**src/inc/wpt_pkg.sv**
```systemverilog
// Constants, register map and types of the watchdog / power-fail timer
package wpt_pkg;

  // Register byte offsets
  localparam logic [7:0] ADR_CTRL = 8'h00;
  localparam logic [7:0] ADR_THRESH = 8'h04;
  localparam logic [7:0] ADR_SUBCNT = 8'h08;
  localparam logic [7:0] ADR_STATUS = 8'h0c;
  localparam logic [7:0] ADR_COUNT = 8'h10;
  localparam logic [7:0] ADR_PRESC = 8'h14;

  // Control field positions
  localparam int CTRL_EN = 0;
  localparam int CTRL_PF_MODE = 1;
  localparam int CTRL_CLK_LO = 2;
  localparam int CTRL_CLK_HI = 3;
  localparam int CTRL_PIN_EN = 4;
  localparam int CTRL_INT_MODE = 5;
  // Status field positions
  localparam int STAT_FLAG = 0;
  localparam int STAT_PIN = 1;
  localparam int STAT_FSM_LO = 2;
  localparam int STAT_FSM_HI = 4;

  // Values after reset and fixed count values
  localparam logic [7:0] THRESH_RST = 8'h00;
  localparam logic [7:0] SUBCNT_RST = 8'h00;
  localparam logic [7:0] COUNT_RST = 8'h00;
  localparam logic [7:0] PRESC_RST = 8'h01;
  localparam logic [7:0] COUNT_START = 8'h01;
  localparam logic [7:0] PF_END = 8'hff;
  localparam logic [1:0] CLK_OFF = 2'h0;
  localparam logic [1:0] CLK_SEL1 = 2'h1;
  localparam logic [1:0] CLK_SEL2 = 2'h2;

  // Default prescaler overflow counts when the sub-count register is zero
  localparam logic [7:0] DEF_SUB_1 = 8'h15;
  localparam logic [7:0] DEF_SUB_2 = 8'h01;
  localparam logic [7:0] DEF_SUB_3 = 8'h01;

  // Timing: mclk at 100 MHz
  localparam longint unsigned CYC_PER_MS = 64'd100000;
  localparam longint unsigned TCLK1_MS = 64'd10;
  localparam longint unsigned TCLK2_MS = 64'd1000;
  localparam longint unsigned TCLK3_MS = 64'd60000;
  localparam longint unsigned PULSE_MS = 64'd210;
  localparam longint unsigned TCLK1_CYC_L = TCLK1_MS * CYC_PER_MS;
  localparam longint unsigned TCLK2_CYC_L = TCLK2_MS * CYC_PER_MS;
  localparam longint unsigned TCLK3_CYC_L = TCLK3_MS * CYC_PER_MS;
  localparam longint unsigned PULSE_CYC_L = PULSE_MS * CYC_PER_MS;
  localparam logic [35:0] TCLK1_CYC = TCLK1_CYC_L[35:0];
  localparam logic [35:0] TCLK2_CYC = TCLK2_CYC_L[35:0];
  localparam logic [35:0] TCLK3_CYC = TCLK3_CYC_L[35:0];
  localparam logic [35:0] PULSE_CYC = PULSE_CYC_L[35:0];

  typedef enum logic [2:0] {
    ST_OFF,
    ST_ARMED,
    ST_RUN,
    ST_HALT
  } wpt_fsm_t;

  // Software settings
  typedef struct packed {
    logic en;
    logic pf_mode;
    logic [1:0] clk_sel;
    logic pin_en;
    logic int_mode;
    logic [7:0] thresh;
    logic [7:0] sub;
  } wpt_cfg_t;

  // Start detector state
  typedef struct packed {
    logic sda_meta;
    logic scl_meta;
    logic sda_sync;
    logic scl_sync;
    logic sda_prev;
    logic start;
  } wpt_det_t;

  // Timer state
  typedef struct packed {
    wpt_fsm_t fsm;
    wpt_cfg_t cfg;
    logic flag;
    logic pin_n;
    logic [7:0] cnt;
    logic [7:0] presc;
    logic [35:0] tick_cnt;
    logic [35:0] pulse_cnt;
    logic pulse_on;
    logic pausing;
    logic batt_q;
    logic en_q;
    logic ack;
    logic [31:0] rdata;
  } wpt_state_t;

endpackage : wpt_pkg

```
**src/hw/wpt_start_det.sv**
```systemverilog
// Serial bus START detector with two-flop synchronisers
`timescale 1ns/10ps
module wpt_start_det (
  input wire logic mclk,
  input wire logic rst,
  input wire logic sda_in,
  input wire logic scl_in,
  input wire logic powerup_busy,
  output logic start_pulse
);

  wpt_pkg::wpt_det_t s;
  wpt_pkg::wpt_det_t next_s;

  always_comb begin
    next_s = s;
    next_s.sda_meta = sda_in;
    next_s.scl_meta = scl_in;
    next_s.sda_sync = s.sda_meta;
    next_s.scl_sync = s.scl_meta;
    next_s.sda_prev = s.sda_sync;
    // Data falls while clock high, not during power-up
    next_s.start = s.sda_prev & ~s.sda_sync & s.scl_sync
                   & ~powerup_busy;
  end

  always_ff @(posedge mclk or posedge rst) begin
    if (rst) begin
      s <= '{sda_meta: 1'b1, scl_meta: 1'b1, sda_sync: 1'b1,
             scl_sync: 1'b1, sda_prev: 1'b1, start: 1'b0};
    end else begin
      s <= next_s;
    end
  end

  assign start_pulse = s.start;

endmodule : wpt_start_det

```
**src/hw/wpt_timer.sv**
```systemverilog
// Watchdog and power-fail timer with a classic Wishbone register slave
`timescale 1ns/10ps
module wpt_timer #(
  parameter logic [35:0] TCLK1_CYC = wpt_pkg::TCLK1_CYC,
  parameter logic [35:0] TCLK2_CYC = wpt_pkg::TCLK2_CYC,
  parameter logic [35:0] TCLK3_CYC = wpt_pkg::TCLK3_CYC,
  parameter logic [35:0] PULSE_CYC = wpt_pkg::PULSE_CYC
) (
  input wire logic mclk,
  input wire logic rst,
  input wire logic wb_cyc_i,
  input wire logic wb_stb_i,
  input wire logic wb_we_i,
  input wire logic [7:0] wb_adr_i,
  input wire logic [3:0] wb_sel_i,
  input wire logic [31:0] wb_dat_i,
  output logic [31:0] wb_dat_o,
  output logic wb_ack_o,
  input wire logic sda_in,
  input wire logic scl_in,
  input wire logic powerup_busy,
  input wire logic battery_mode,
  output logic timer_interrupt_pin_n,
  output logic timer_status_flag
);

  wpt_pkg::wpt_state_t s;
  wpt_pkg::wpt_state_t next_s;
  logic start_pulse;

  wpt_start_det u_start_det (
    .mclk(mclk),
    .rst(rst),
    .sda_in(sda_in),
    .scl_in(scl_in),
    .powerup_busy(powerup_busy),
    .start_pulse(start_pulse)
  );

  // Helper terms
  logic req;
  logic clear_req;
  logic run_en;
  logic run_rise;
  logic batt_rise;
  logic [35:0] tick_len;
  logic [7:0] sub_eff;
  logic counting;
  logic tick;
  logic ovf;

  always_comb begin
    unique case (s.cfg.clk_sel)
      wpt_pkg::CLK_OFF: begin
        tick_len = TCLK1_CYC;
        sub_eff = wpt_pkg::DEF_SUB_1;
      end
      wpt_pkg::CLK_SEL1: begin
        tick_len = TCLK1_CYC;
        sub_eff = wpt_pkg::DEF_SUB_1;
      end
      wpt_pkg::CLK_SEL2: begin
        tick_len = TCLK2_CYC;
        sub_eff = wpt_pkg::DEF_SUB_2;
      end
      default: begin
        tick_len = TCLK3_CYC;
        sub_eff = wpt_pkg::DEF_SUB_3;
      end
    endcase
    if (s.cfg.sub != 8'h00) begin
      sub_eff = s.cfg.sub;
    end
  end

  assign req = wb_cyc_i & wb_stb_i & ~s.ack;
  assign clear_req = req & wb_we_i & wb_sel_i[0]
                     & (wb_adr_i == wpt_pkg::ADR_STATUS)
                     & wb_dat_i[wpt_pkg::STAT_FLAG];
  assign run_en = s.cfg.en & (s.cfg.clk_sel != wpt_pkg::CLK_OFF);
  assign run_rise = run_en & ~s.en_q;
  assign batt_rise = battery_mode & ~s.batt_q;
  assign counting = (s.fsm == wpt_pkg::ST_RUN) & ~s.pausing;
  assign tick = counting & (s.tick_cnt == tick_len - 36'h1);
  assign ovf = tick & (s.presc == sub_eff);

  always_comb begin
    next_s = s;
    next_s.ack = 1'b0;
    next_s.batt_q = battery_mode;
    next_s.en_q = run_en;

    // Register slave: one wait state, ack for one cycle
    if (req) begin
      next_s.ack = 1'b1;
      next_s.rdata = 32'h0000_0000;
      if (wb_we_i) begin
        if (wb_sel_i[0]) begin
          unique case (wb_adr_i)
            wpt_pkg::ADR_CTRL: begin
              next_s.cfg.en = wb_dat_i[wpt_pkg::CTRL_EN];
              next_s.cfg.pf_mode = wb_dat_i[wpt_pkg::CTRL_PF_MODE];
              next_s.cfg.clk_sel =
                wb_dat_i[wpt_pkg::CTRL_CLK_HI:wpt_pkg::CTRL_CLK_LO];
              next_s.cfg.pin_en = wb_dat_i[wpt_pkg::CTRL_PIN_EN];
              next_s.cfg.int_mode = wb_dat_i[wpt_pkg::CTRL_INT_MODE];
            end
            wpt_pkg::ADR_THRESH: next_s.cfg.thresh = wb_dat_i[7:0];
            wpt_pkg::ADR_SUBCNT: next_s.cfg.sub = wb_dat_i[7:0];
            default: begin
            end
          endcase
        end
      end else begin
        unique case (wb_adr_i)
          wpt_pkg::ADR_CTRL: begin
            next_s.rdata[wpt_pkg::CTRL_EN] = s.cfg.en;
            next_s.rdata[wpt_pkg::CTRL_PF_MODE] = s.cfg.pf_mode;
            next_s.rdata[wpt_pkg::CTRL_CLK_HI:wpt_pkg::CTRL_CLK_LO] =
              s.cfg.clk_sel;
            next_s.rdata[wpt_pkg::CTRL_PIN_EN] = s.cfg.pin_en;
            next_s.rdata[wpt_pkg::CTRL_INT_MODE] = s.cfg.int_mode;
          end
          wpt_pkg::ADR_THRESH: next_s.rdata[7:0] = s.cfg.thresh;
          wpt_pkg::ADR_SUBCNT: next_s.rdata[7:0] = s.cfg.sub;
          wpt_pkg::ADR_STATUS: begin
            next_s.rdata[wpt_pkg::STAT_FLAG] = s.flag;
            next_s.rdata[wpt_pkg::STAT_PIN] = s.pin_n;
            next_s.rdata[wpt_pkg::STAT_FSM_HI:wpt_pkg::STAT_FSM_LO] = s.fsm;
          end
          wpt_pkg::ADR_COUNT: next_s.rdata[7:0] = s.cnt;
          wpt_pkg::ADR_PRESC: next_s.rdata[7:0] = s.presc;
          default: begin
          end
        endcase
      end
    end

    // Flag clear first so that a same-cycle expiry wins
    if (clear_req) begin
      next_s.flag = 1'b0;
    end

    // Cycle-rate tick and prescaler
    if (counting) begin
      next_s.tick_cnt = tick ? 36'h0 : s.tick_cnt + 36'h1;
      if (tick) begin
        next_s.presc = ovf ? wpt_pkg::PRESC_RST
                           : s.presc + 8'h01;
      end
    end

    // 210 ms window after a watchdog expiry
    if (s.pulse_on) begin
      next_s.pulse_cnt = s.pulse_cnt + 36'h1;
      if (s.pulse_cnt == PULSE_CYC - 36'h1) begin
        next_s.pulse_on = 1'b0;
        next_s.pausing = 1'b0;
        next_s.pin_n = 1'b1;
      end
    end

    unique case (s.fsm)
      wpt_pkg::ST_OFF: begin
        if (run_rise) begin
          if (s.cfg.pf_mode) begin
            next_s.fsm = wpt_pkg::ST_ARMED;
          end else if (s.cfg.thresh >= 8'h01) begin
            next_s.fsm = wpt_pkg::ST_RUN;
            next_s.cnt = wpt_pkg::COUNT_START;
            next_s.presc = wpt_pkg::PRESC_RST;
            next_s.tick_cnt = 36'h0;
          end
        end
      end
      wpt_pkg::ST_ARMED: begin
        if (batt_rise) begin
          next_s.fsm = wpt_pkg::ST_RUN;
          if (s.cnt == wpt_pkg::COUNT_RST) begin
            next_s.cnt = wpt_pkg::COUNT_START;
          end
        end
      end
      wpt_pkg::ST_RUN: begin
        if (s.cfg.pf_mode) begin
          if (!battery_mode) begin
            next_s.fsm = wpt_pkg::ST_ARMED;
            next_s.tick_cnt = s.tick_cnt;
            next_s.presc = s.presc;
          end else if (ovf) begin
            next_s.cnt = s.cnt + 8'h01;
            if (s.cnt + 8'h01 == wpt_pkg::PF_END) begin
              next_s.flag = 1'b1;
              next_s.pin_n = ~s.cfg.pin_en;
              next_s.fsm = wpt_pkg::ST_HALT;
            end
          end
        end else if (start_pulse) begin
          next_s.cnt = wpt_pkg::COUNT_START;
          next_s.presc = wpt_pkg::PRESC_RST;
          next_s.tick_cnt = 36'h0;
          next_s.pausing = 1'b0;
        end else if (ovf) begin
          if (s.pulse_on && !s.pin_n) begin
            // Low phase ends at one sub-period; rest of window stalls
            next_s.pin_n = 1'b1;
            next_s.pausing = 1'b1;
          end else if (s.pulse_on) begin
            next_s.pausing = 1'b1;
          end
          if (s.cnt == s.cfg.thresh) begin
            next_s.flag = 1'b1;
            next_s.cnt = wpt_pkg::COUNT_START;
            next_s.pulse_on = 1'b1;
            next_s.pulse_cnt = 36'h0;
            next_s.pausing = 1'b0;
            next_s.pin_n = ~s.cfg.pin_en;
          end else begin
            next_s.cnt = s.cnt + 8'h01;
          end
        end
      end
      wpt_pkg::ST_HALT: begin
        if (clear_req) begin
          next_s.pin_n = 1'b1;
          next_s.cnt = wpt_pkg::COUNT_START;
          next_s.presc = wpt_pkg::PRESC_RST;
          next_s.tick_cnt = 36'h0;
          next_s.fsm = battery_mode ? wpt_pkg::ST_RUN
                                    : wpt_pkg::ST_ARMED;
        end
      end
    endcase

    // Disable: count, prescaler and tick counter to defaults, pulse window ended, pin released, flag untouched
    if (!run_en) begin
      next_s.fsm = wpt_pkg::ST_OFF;
      next_s.cnt = wpt_pkg::COUNT_RST;
      next_s.presc = wpt_pkg::PRESC_RST;
      next_s.tick_cnt = 36'h0;
      next_s.pulse_on = 1'b0;
      next_s.pausing = 1'b0;
      next_s.pin_n = 1'b1;
    end
  end

  always_ff @(posedge mclk or posedge rst) begin
    if (rst) begin
      s <= '{fsm: wpt_pkg::ST_OFF,
             cfg: '{en: 1'b0, pf_mode: 1'b0, clk_sel: wpt_pkg::CLK_OFF,
                    pin_en: 1'b0, int_mode: 1'b0,
                    thresh: wpt_pkg::THRESH_RST,
                    sub: wpt_pkg::SUBCNT_RST},
             flag: 1'b0,
             pin_n: 1'b1,
             cnt: wpt_pkg::COUNT_RST,
             presc: wpt_pkg::PRESC_RST,
             tick_cnt: 36'h0,
             pulse_cnt: 36'h0,
             pulse_on: 1'b0,
             pausing: 1'b0,
             batt_q: 1'b0,
             en_q: 1'b0,
             ack: 1'b0,
             rdata: 32'h0000_0000};
    end else begin
      s <= next_s;
    end
  end

  assign wb_dat_o = s.rdata;
  assign wb_ack_o = s.ack;
  assign timer_interrupt_pin_n = s.pin_n;
  assign timer_status_flag = s.flag;

endmodule : wpt_timer

```
**config.mk**
```make
export PLATFORM = sky130hd
export DESIGN_NAME = wpt_timer
export DESIGN_NICKNAME = d
export VERILOG_FILES = /design/src/inc/wpt_pkg.sv /design/src/hw/wpt_start_det.sv /design/src/hw/wpt_timer.sv
export SDC_FILE = /design/constraint.sdc
export NUM_CORES = 1
export LEC_CHECK = 0
export BUFFER_PORTS_ARGS = -buffer_cell sky130_fd_sc_hd__buf_2
export CAP_MARGIN = 10
export CORE_ASPECT_RATIO = 1.1
export CORE_UTILIZATION = 40
export DETAILED_ROUTE_END_ITERATION = 10
export PLACE_DENSITY_LB_ADDON = 0.12
export REMOVE_ABC_BUFFERS = 1
export SETUP_SLACK_MARGIN = 0.2
export SLEW_MARGIN = 10
export SYNTH_ARGS = -nofsm -noshare
export SYNTH_HDL_FRONTEND = slang
export SYNTH_SLANG_ARGS = --single-unit
export TNS_END_PERCENT = 100
```
**constraint.sdc**
```tcl
create_clock -name mclk -period 6.2 [get_ports mclk]
set_input_delay 1.24 -clock mclk [delete_from_list [all_inputs] [get_ports mclk]]
set_output_delay 1.24 -clock mclk [all_outputs]
set_load 0.01 [all_outputs]
```
## Word-level counts from Yosys, hierarchy flattened

Index checks and enable logic that the tools add are counted.

| storage, ports and cells | value |
|---|---|
| bits of input ports | 53 |
| word-level logic and storage cells | 157 |
| register bits | 134 |
| output and inout bits | 35 |

| operators by class | value |
|---|---|
| reduce and logical (&&, ||, !) cells | 14 |
| eq/ne operators | 28 |
| mux-type cells | 61 |
| $add $sub $neg | 5 |
| bitwise gates (word level) | 22 |
| order comparisons | 1 |

Operators by type and width:

| cell | count |
|---|---|
| 38-bit two-way mux | 5 |
| 52-bit two-way mux | 3 |
| 44-bit two-way mux | 3 |
| 44-bit one-hot mux with 3 select lines | 1 |
| 53-bit two-way mux | 2 |
| 36-bit by 1-bit adder with 36-bit output, second input constant | 2 |
| 33-bit one-hot mux with 2 select lines | 1 |
| 8-bit two-way mux | 8 |
| 54-bit two-way mux | 1 |
| 37-bit two-way mux | 1 |
| 36-bit by 25-bit == test with 1-bit output, second input constant | 1 |
| 36-bit == test | 1 |
| 36-bit two-way mux | 1 |
| 36-bit by 1-bit subtractor with 36-bit output, second input constant | 1 |
| 33-bit two-way mux | 1 |
| 8-bit one-hot mux with 4 select lines | 1 |
| 10-bit two-way mux | 3 |
| 3-bit two-way mux | 10 |
| 5-bit one-hot mux with 6 select lines | 1 |
| 3-bit != test, second input constant | 7 |
| 8-bit by 1-bit adder with 8-bit output, second input constant | 2 |
| 8-bit by 4-bit == test with 1-bit output, second input constant | 2 |
| 8-bit by 5-bit == test with 1-bit output, second input constant | 2 |
| 8-bit == test | 2 |
| other kinds (29) | 69 |

## Depth between registers and ports, before layout

Gate-level depths: netlist of run 1.

| depth | value |
|---|---|
| depth in word-level cells | 15 |
| depth in mapped cells | 11 |
| depth with buffers taken out | 10 |

## Hierarchy

From an unflattened synthesis of run 1, not the netlist that was laid out.

| second synthesis, totals | value |
|---|---|
| cells, all modules | 878 |
| area total of the unflattened synthesis | 8,020.2 um^2 |

By module, submodules not included:

| module | sequential area each (um^2) | area each (um^2) | times used | cells each |
|---|---|---|---|---|
| wpt_timer | 3,180.6 | 7,847.5 | 1 | 870 |
| wpt_start_det | 156.4 | 172.7 | 1 | 8 |

## Worst setup path after synthesis of run 1

OpenSTA, ideal clock, no wires.

| timing | value |
|---|---|
| path type | input-to-reg |
| start point | input wb_adr_i[3] |
| end point | register s[115] (netlist name) |
| slack | 2.889 ns |
| stages on the path | 9 |
| arrival | 3.229 ns |
| path through | clkbuf_1 > nor2b_1 > and3_1 > and4_1 > a311o_1 > clkbuf_1 > or3_1 > o31a_1 > a31oi_1 |

| on the way | value |
|---|---|
| cells in the longest elaborated chain, start to end | 6 |

RTL lines:

| what | line | text |
|---|---|---|
| start, declared | wpt_timer.sv:14 | `input wire logic [7:0] wb_adr_i,` |
| 8-bit by 4-bit == test with 1-bit output | wpt_timer.sv:78 | `& (wb_adr_i == wpt_pkg::ADR_STATUS)` |
| 1-bit AND | wpt_timer.sv:78 |  |
| 1-bit AND | wpt_timer.sv:79 | `& wb_dat_i[wpt_pkg::STAT_FLAG];` |
| 53-bit two-way mux | wpt_timer.sv:224 | `if (clear_req) begin` |
| 44-bit one-hot mux with 3 select lines | wpt_timer.sv:163 | `unique case (s.fsm)` |
| 53-bit two-way mux | wpt_timer.sv:236 | `if (!run_en) begin` |
| end signal, assigned | wpt_timer.sv:249 | `s <= '{fsm: wpt_pkg::ST_OFF,` |
| end signal, assigned | wpt_timer.sv:267 | `s <= next_s;` |
| end, declared | wpt_timer.sv:27 | `wpt_pkg::wpt_state_t s;` |

Every way passes these cells. The select of a mux whose other input is x is not followed.
A chain may end at the register's enable or synchronous reset.

## Worst setup path in the final report of run 1

| timing | value |
|---|---|
| start point | register s[146] (netlist name) |
| end point | register s[108] (netlist name) |

| on the way | value |
|---|---|
| cells in the longest elaborated chain, start to end | 13 |
| elaborated cells on any way between the ends | 23 |
| classes of those cells | add/sub (1); eq/ne (4); mux (12); bitwise (3); reduce/logical (3) |

RTL lines:

| what | line | text |
|---|---|---|
| 2-bit by 1-bit == test with 1-bit output or 2-bit logical NOT (tied branches) | wpt_timer.sv:53 | `unique case (s.cfg.clk_sel)` |
| 2-bit OR reduction (no source line) | -- |  |
| 33-bit one-hot mux with 2 select lines | wpt_timer.sv:53 |  |
| 36-bit by 1-bit subtractor with 36-bit output | wpt_timer.sv:84 | `assign tick = counting & (s.tick_cnt == tick_len - 36'h1);` |
| 36-bit == test | wpt_timer.sv:84 |  |
| 1-bit AND | wpt_timer.sv:84 |  |
| 36-bit two-way mux | wpt_timer.sv:146 | `next_s.tick_cnt = tick ? 36'h0 : s.tick_cnt + 36'h1;` |
| 44-bit two-way mux | wpt_timer.sv:145 | `if (counting) begin` |
| 52-bit two-way mux | wpt_timer.sv:168 | `end else if (s.cfg.thresh >= 8'h01) begin` |
| 52-bit two-way mux | wpt_timer.sv:166 | `if (s.cfg.pf_mode) begin` |
| 52-bit two-way mux | wpt_timer.sv:165 | `if (run_rise) begin` |
| 44-bit one-hot mux with 3 select lines | wpt_timer.sv:163 |  |
| 53-bit two-way mux | wpt_timer.sv:236 |  |

Parallel ways exist; a longest one is shown, timed or not. The select of a mux whose other input is x is not followed.

==> run_results.csv, run 1 <==
group,metric,value,unit
status,status,"finished clean",
clock_tree,ctsHoldBuffers,0,
routing,viasPerCell,5.55,
power_and_ir_drop,power_frac_comb,2.9,%
clock_tree,cts-resized-gates,0,
worst_setup_path,worstSetupPathType,"reg2reg",
power_and_ir_drop,seqPwrFrac,44.7,%
floorplanning,die_w,135,µm
synthesis,synth-edff-count,0,
sta,holdWs,356,ps
place,io_buffers,36,
synthesis,synth_top_area_cell,"dfrtp_1",
clock_tree,htreeDepth,4,
sta,slew_headroom,22.0,%
floorplanning,core,19100,µm²
sta,maxSlewViolCount,0,
final_layout,multiInputGateArea,4090,µm²
sta,fin_tns_setup,0,ps
worst_setup_path,cp_common_cell,"nor2_1",
place,place_congestion,0.888,
floorplanning,dieHeight,148,µm
worst_setup_path,cpLargestDelayFamily,"simple AND/OR/NAND/NOR gates",
clock_tree,clk_path_buf_depth,2,
floorplanning,initial_core_util,40.8,%
floorplanning,row_count,53,
floorplanning,ios,88,
worst_setup_path,cp_slowest_stage_delay,900,ps
worst_setup_path,endpoint_kind,"flip-flop",
sta,worst_pin_slew,1170,ps
power_and_ir_drop,p_leak,3.78,nW
routing,vias,6249,
synthesis,synth_common_cells,"dfrtp_1 (126), nor2_1 (112), nand2_1 (75)",
sta,timing.final.crit_share,62.8,%
final_layout,final_nets,926,
final_layout,layout-area-overhead-vs-synth,10.6,%
routing,drc,0,
sta,post-route-min-period,3900,ps
routing,wl_per_cell,16.8,µm
routing,drt-initial-drc-count,341,
global_routing,grt_overflow,0,
final_layout,num_antenna_cells,0,
place,place_area,8030,µm²
synthesis,yosysUniqueCellTypes,71,
final_layout,regArea,3340,µm²
clock_tree,post_cts_buffers,0,
synthesis,syn_inst,847,
worst_setup_path,worstPathCellList,"and2_1, inv_1, ha_1, xor2_1, nand4b_1, nand4bb_1, nor3_2, nor2_1, nor2_2, nor2_1",
synthesis,yosys_warnings,0,
global_routing,grt_pass1_vias,6128,
synthesis,yosysMostFrequentCell,"dfrtp_1",
power_and_ir_drop,p_int,1.49,mW
synthesis,ys_ff_latch,133,
final_layout,final_area,8620,µm²
worst_setup_path,slowest_stage,"nor2_2",
synthesis,synth_top_area_share,40.5,%
clock_tree,cts_tree,"yes",
sta,hold_viol_final,0,
sta,finalSetupViolations,0,
global_routing,grt_max_degree,77,
clock_tree,clk_latency,420,ps
clock_tree,cts_made_buffers,17,
global_routing,track_usage,20.0,%
worst_setup_path,crit_fanout,28,
power_and_ir_drop,power_frac_clock,52.4,%
sta,max_freq,0.257,GHz
worst_setup_path,path_buf_inv,1,
power_and_ir_drop,ir_drop,0.168,mV
routing,postRouteAntennaNets,0,
clock_tree,cts.sinks,133,
worst_setup_path,start_kind,"flip-flop",
sta,rsz0062_at_grt,"no",
routing,drt-total-wl,18.9,mm
synthesis,ys_seq_area_share,42.8,%
clock_tree,clockRootBuffer,"clkbuf_16",
power_and_ir_drop,p_sw,0.469,mW
clock_tree,clk_pin_slew,60,ps
routing,drt_pass1_iterations,5,
global_routing,grt_pass1_wl,31.3,mm
synthesis,post_synth_instance_area,7790,µm²
final_layout,fill_cells,1839,
run,maxCapViolCount,0,
floorplanning,die_area,20000,µm²
power_and_ir_drop,p_per_area,227,nW/µm²
place,dp_hpwl,13.5,mm
worst_setup_path,required,6450,ps
final_layout,drive_gt1_share,14.2,%
power_and_ir_drop,swShare,23.9,%
sta,fin_skew,9.55,ps
worst_hold_path,hp-class,"reg2reg",
synthesis,synth-main-ff-cell,"dfrtp_1",
synthesis,synthTopCellsByArea,"dfrtp_1 (40%), xor2_1 (6.1%), nor2_1 (5.4%), mux2_2 (4.0%), nand2_1 (3.6%)",
synthesis,synthArstFlopShare,100,%
power_and_ir_drop,p_total,1.96,mW
global_routing,grt_antenna_before_repair,0,
worst_setup_path,critPathArrivalTime,4150,ps
synthesis,avgSynthCellArea,9.20,µm²
layer usage:
layer	wire (µm)	global-route usage [%]
met1	8110	24.1
met2	9360	33.8
met5	0	0
met3	707	3.82
met4	763	10.4
per-stage QoR:
stage | std cells | utilization, % | setup slack (ps)
final | 1126 | 45.2 | 2300
after global routing | 1126 | 45.2 | 1930
after CTS | 1126 | 45.2 | 2240
after detailed placement | 1094 | 42.0 | 2050
after global placement | 1094 | 42.0 | 2160
after floorplan | 808 | - | 1420
power by group through the flow:
| stage | Combinational [mW] | Sequential [mW] | Clock [mW] |
|---|---|---|---|
| 2_1_floorplan | 0.0325 | 0.891 | 0 |
| 3_3_place_gp | 0.0560 | 0.891 | 0 |
| 3_5_place_dp | 0.0573 | 0.892 | 0 |
| 4_1_cts | 0.0575 | 0.876 | 1.05 |
| 5_1_grt | 0.0642 | 0.875 | 1.08 |
| 6_report | 0.0563 | 0.876 | 1.03 |
flip-flops by register name, summed over array words and instances, names as in the netlist:
signal                   flops
wb_dat_o                     8
u_start_det.start_pulse      1
wb_ack_o                     1
u_start_det.next_s           3
s                          116
timer_interrupt_pin_n        1
u_start_det.s                2
timer_status_flag            1
path summary, 6_finish.rpt:
check                                       from          endpoint  slack (ps)  depth (start not counted)
max                                       s[146]            s[108]        2300                         10
min                        u_start_det.next_s[2]  u_start_det.s[2]         360                          0
max reg2reg                               s[146]            s[108]        2300                         10
min reg2reg                u_start_det.next_s[2]  u_start_det.s[2]         360                          0
max in group asynchronous                    rst            s[129]        4010                          3
min in group asynchronous                    rst             s[64]         950                          2
cell type report:
type	count	area share [%]
multi-input combinational	651	47.4
clock inverter	14	1.92
inverter	24	1.10
sequential	133	38.7
clock buffer	18	4.98
timing repair buffer	39	2.35
tap	247	3.58
cell usage in the layout (no fill, tap or decap), types with 8 or more instances in the layout:
cell,Yosys,layout
a31oi_1,11,11
inv_1,24,23
xnor2_1,26,26
o21ai_0,40,40
a21oi_1,13,13
buf_2,8,36
or3_1,8,8
nand2_1,75,75
xor2_1,54,54
nand3_1,39,39
conb_1,1,24
nand4_1,21,21
dfrtp_1,126,126
nor3_1,29,29
and3_1,17,17
nor4_1,20,19
mux2i_1,14,14
mux2_2,28,28
clkbuf_16,0,17
nor2_1,112,112
logic make-up (layout without fill, tap and decap cells):
group / Yosys count / in the layout / share of synthesized area (%)
and+or+nand+nor: 385 / 385 / 25.6
DFF: 133 / 133 / 42.8
AOI/OAI and AO/OA: 113 / 113 / 9.58
buffers and inverters: 86 / 95 / 5.96
xor gates and xnor gates: 80 / 80 / 8.99
muxes: 42 / 42 / 5.84
adders and majority gates: 7 / 7 / 1.12
other: 1 / 24 / 0.0481
Note: power is estimated with default switching activity, not from simulation.
==> inputs of run 2 (changes only) <==
==> constraint.sdc (replaced) <==
create_clock -name mclk -period 3.95 [get_ports mclk]
set_input_delay 0.79 -clock mclk [delete_from_list [all_inputs] [get_ports mclk]]
set_output_delay 0.79 -clock mclk [all_outputs]
set_load 0.01 [all_outputs]
==> run_results.csv, run 2 (synthesis gave the netlist of run 1 again) <==
group,metric,value,unit
sta,holdWs,357,ps
routing,viasPerCell,5.51,
clock_tree,cts_tree,"yes",
clock_tree,htreeDepth,4,
sta,fin_skew,8.41,ps
floorplanning,die_area,20000,µm²
global_routing,use_met1,24.6,%
clock_tree,ctsHoldBuffers,0,
sta,slew_headroom,44.6,%
sta,maxSlewViolCount,0,
sta,hold_viol_final,0,
global_routing,grt_pass1_wl,31.8,mm
clock_tree,cts_made_buffers,17,
clock_tree,clockRootBuffer,"clkbuf_16",
worst_setup_path,cp-endpoint,"s[117]",
sta,max_freq,0.316,GHz
final_layout,drive_gt1_share,15.4,%
global_routing,track_usage,20.3,%
power_and_ir_drop,seqPwrFrac,42.4,%
sta,timing.final.crit_share,80.2,%
place,dp_hpwl,13.5,mm
floorplanning,initial_core_util,40.8,%
sta,worst_pin_slew,824,ps
worst_setup_path,worstSetupStartpoint,"s[145]",
power_and_ir_drop,power_frac_clock,54.7,%
worst_setup_path,crit_cells,10,
global_routing,use_met2,34.3,%
power_and_ir_drop,p_int,2.52,mW
worst_setup_path,start_kind,"flip-flop",
routing,postRouteAntennaNets,0,
worst_setup_path,required,4260,ps
final_layout,final_nets,939,
worst_setup_path,worst-r2r-cell-count,10,
final_layout,multiInputGateArea,4080,µm²
worst_setup_path,endpoint_kind,"flip-flop",
final_layout,fill_cells,1844,
floorplanning,row_count,53,
routing,drc,0,
global_routing,grt_max_degree,86,
worst_setup_path,r2r-start,"s[145]",
worst_hold_path,hp-class,"reg2reg",
final_layout,finalNonFillerCells,1138,
floorplanning,die_w,135,µm
sta,fin_tns_setup,0,ps
global_routing,grt_overflow,0,
final_layout,regArea,3340,µm²
routing,drt_pass1_iterations,5,
worst_setup_path,cp_slowest_stage_delay,530,ps
place,dp_cells,1107,
routing,drt-initial-drc-count,330,
clock_tree,clk_latency,430,ps
final_layout,largest_reg_flops,116,
final_layout,regMostFlops,"s",
floorplanning,dieHeight,148,µm
worst_setup_path,rr_endpoint,"s[117]",
place,place_congestion,0.897,
final_layout,mostFrequentLayoutCell,"dfrtp_1",
global_routing,busiest_layer,"met2",
routing,vias,6266,
worst_setup_path,worstSetupPathType,"reg2reg",
clock_tree,cts-resized-gates,0,
floorplanning,core,19100,µm²
power_and_ir_drop,swShare,22.1,%
worst_setup_path,critPathArrivalTime,3480,ps
clock_tree,cts.sinks,133,
final_layout,layout-area-overhead-vs-synth,12.7,%
sta,rsz0062_at_grt,"no",
worst_setup_path,worstPathCellList,"and2_1, inv_1, ha_1, xor2_1, nand4b_1, nand4bb_1, nor4b_4, nor3b_1, o21ai_2, mux2_2",
floorplanning,ios,88,
worst_setup_path,crit_fanout,8,
global_routing,grt_pass1_vias,6298,
run,maxCapViolCount,0,
power_and_ir_drop,ir_drop,0.268,mV
routing,wl_per_cell,16.8,µm
sta,post-route-min-period,3170,ps
sta,finalSetupViolations,0,
final_layout,final_cell_mix,"dfrtp_1 (126), nor2_1 (112), nand2_1 (75)",
worst_setup_path,reg2reg_setup_slack,780,ps
place,io_buffers,36,
global_routing,use_met3,3.54,%
power_and_ir_drop,p_per_area,369,nW/µm²
routing,drt-total-wl,19.2,mm
power_and_ir_drop,power_frac_comb,2.8,%
final_layout,num_antenna_cells,0,
power_and_ir_drop,p_sw,0.716,mW
worst_setup_path,path_buf_inv,1,
worst_setup_path,cpLargestDelayFamily,"simple AND/OR/NAND/NOR gates",
status,status,"finished clean",
clock_tree,clk_path_buf_depth,2,
global_routing,grt_antenna_before_repair,0,
final_layout,final_util,46.0,%
worst_setup_path,slowest_stage,"nor4b_4",
power_and_ir_drop,p_leak,3.90,nW
clock_tree,post_cts_buffers,0,
clock_tree,clk_pin_slew,60,ps
## run 2: final cells by class
type	count	share of cell area, %
repair buffers	52	3.56
flip-flops and latches	133	38.0
multi-input cells	651	46.4
clock buffers	17	4.84
clock inverters	14	2.55
inverters	24	1.08
well taps	247	3.52
## run 2: layer usage
metal / vias up / routed length (µm) / part of all wire, %
met5: - / 0 / 0
met1: 3057 / 8260 / 43
met2: 161 / 9550 / 50
li1: 3011 / - / -
met4: 0 / 661 / 3.5
met3: 37 / 683 / 3.6
## run 2: per-stage QoR
step | area, µm² | worst slack [ps] | power, mW
after floorplan | 7510 | -383 | 1.45
after global placement | 8130 | 830 | 1.49
after detailed placement | 8130 | 747 | 1.49
after CTS | 8780 | 807 | 3.27
after global routing | 8780 | 570 | 3.35
final | 8780 | 783 | 3.24
## run 2: how the worst min path moves through the flow
stage / depth (start not counted) / end / start / slack [ps]
5_1_grt: 0 / u_start_det.s[2] / u_start_det.next_s[2] / 360
3_3_place_gp: 0 / u_start_det.next_s[1] / u_start_det.next_s[3] / 350
3_5_place_dp: 0 / u_start_det.s[2] / u_start_det.next_s[2] / 350
2_1_floorplan: 0 / u_start_det.next_s[1] / u_start_det.next_s[3] / 350
6_report: 0 / u_start_det.s[2] / u_start_det.next_s[2] / 360
4_1_cts: 0 / u_start_det.s[2] / u_start_det.next_s[2] / 360
## run 2: power by group through the flow
stage | clock (mW) | combinational, mW | sequential (mW)
6_report | 1.77 | 0.0920 | 1.37
5_1_grt | 1.87 | 0.105 | 1.37
4_1_cts | 1.81 | 0.0936 | 1.37
3_5_place_dp | 0 | 0.0935 | 1.40
3_3_place_gp | 0 | 0.0920 | 1.40
2_1_floorplan | 0 | 0.0509 | 1.40
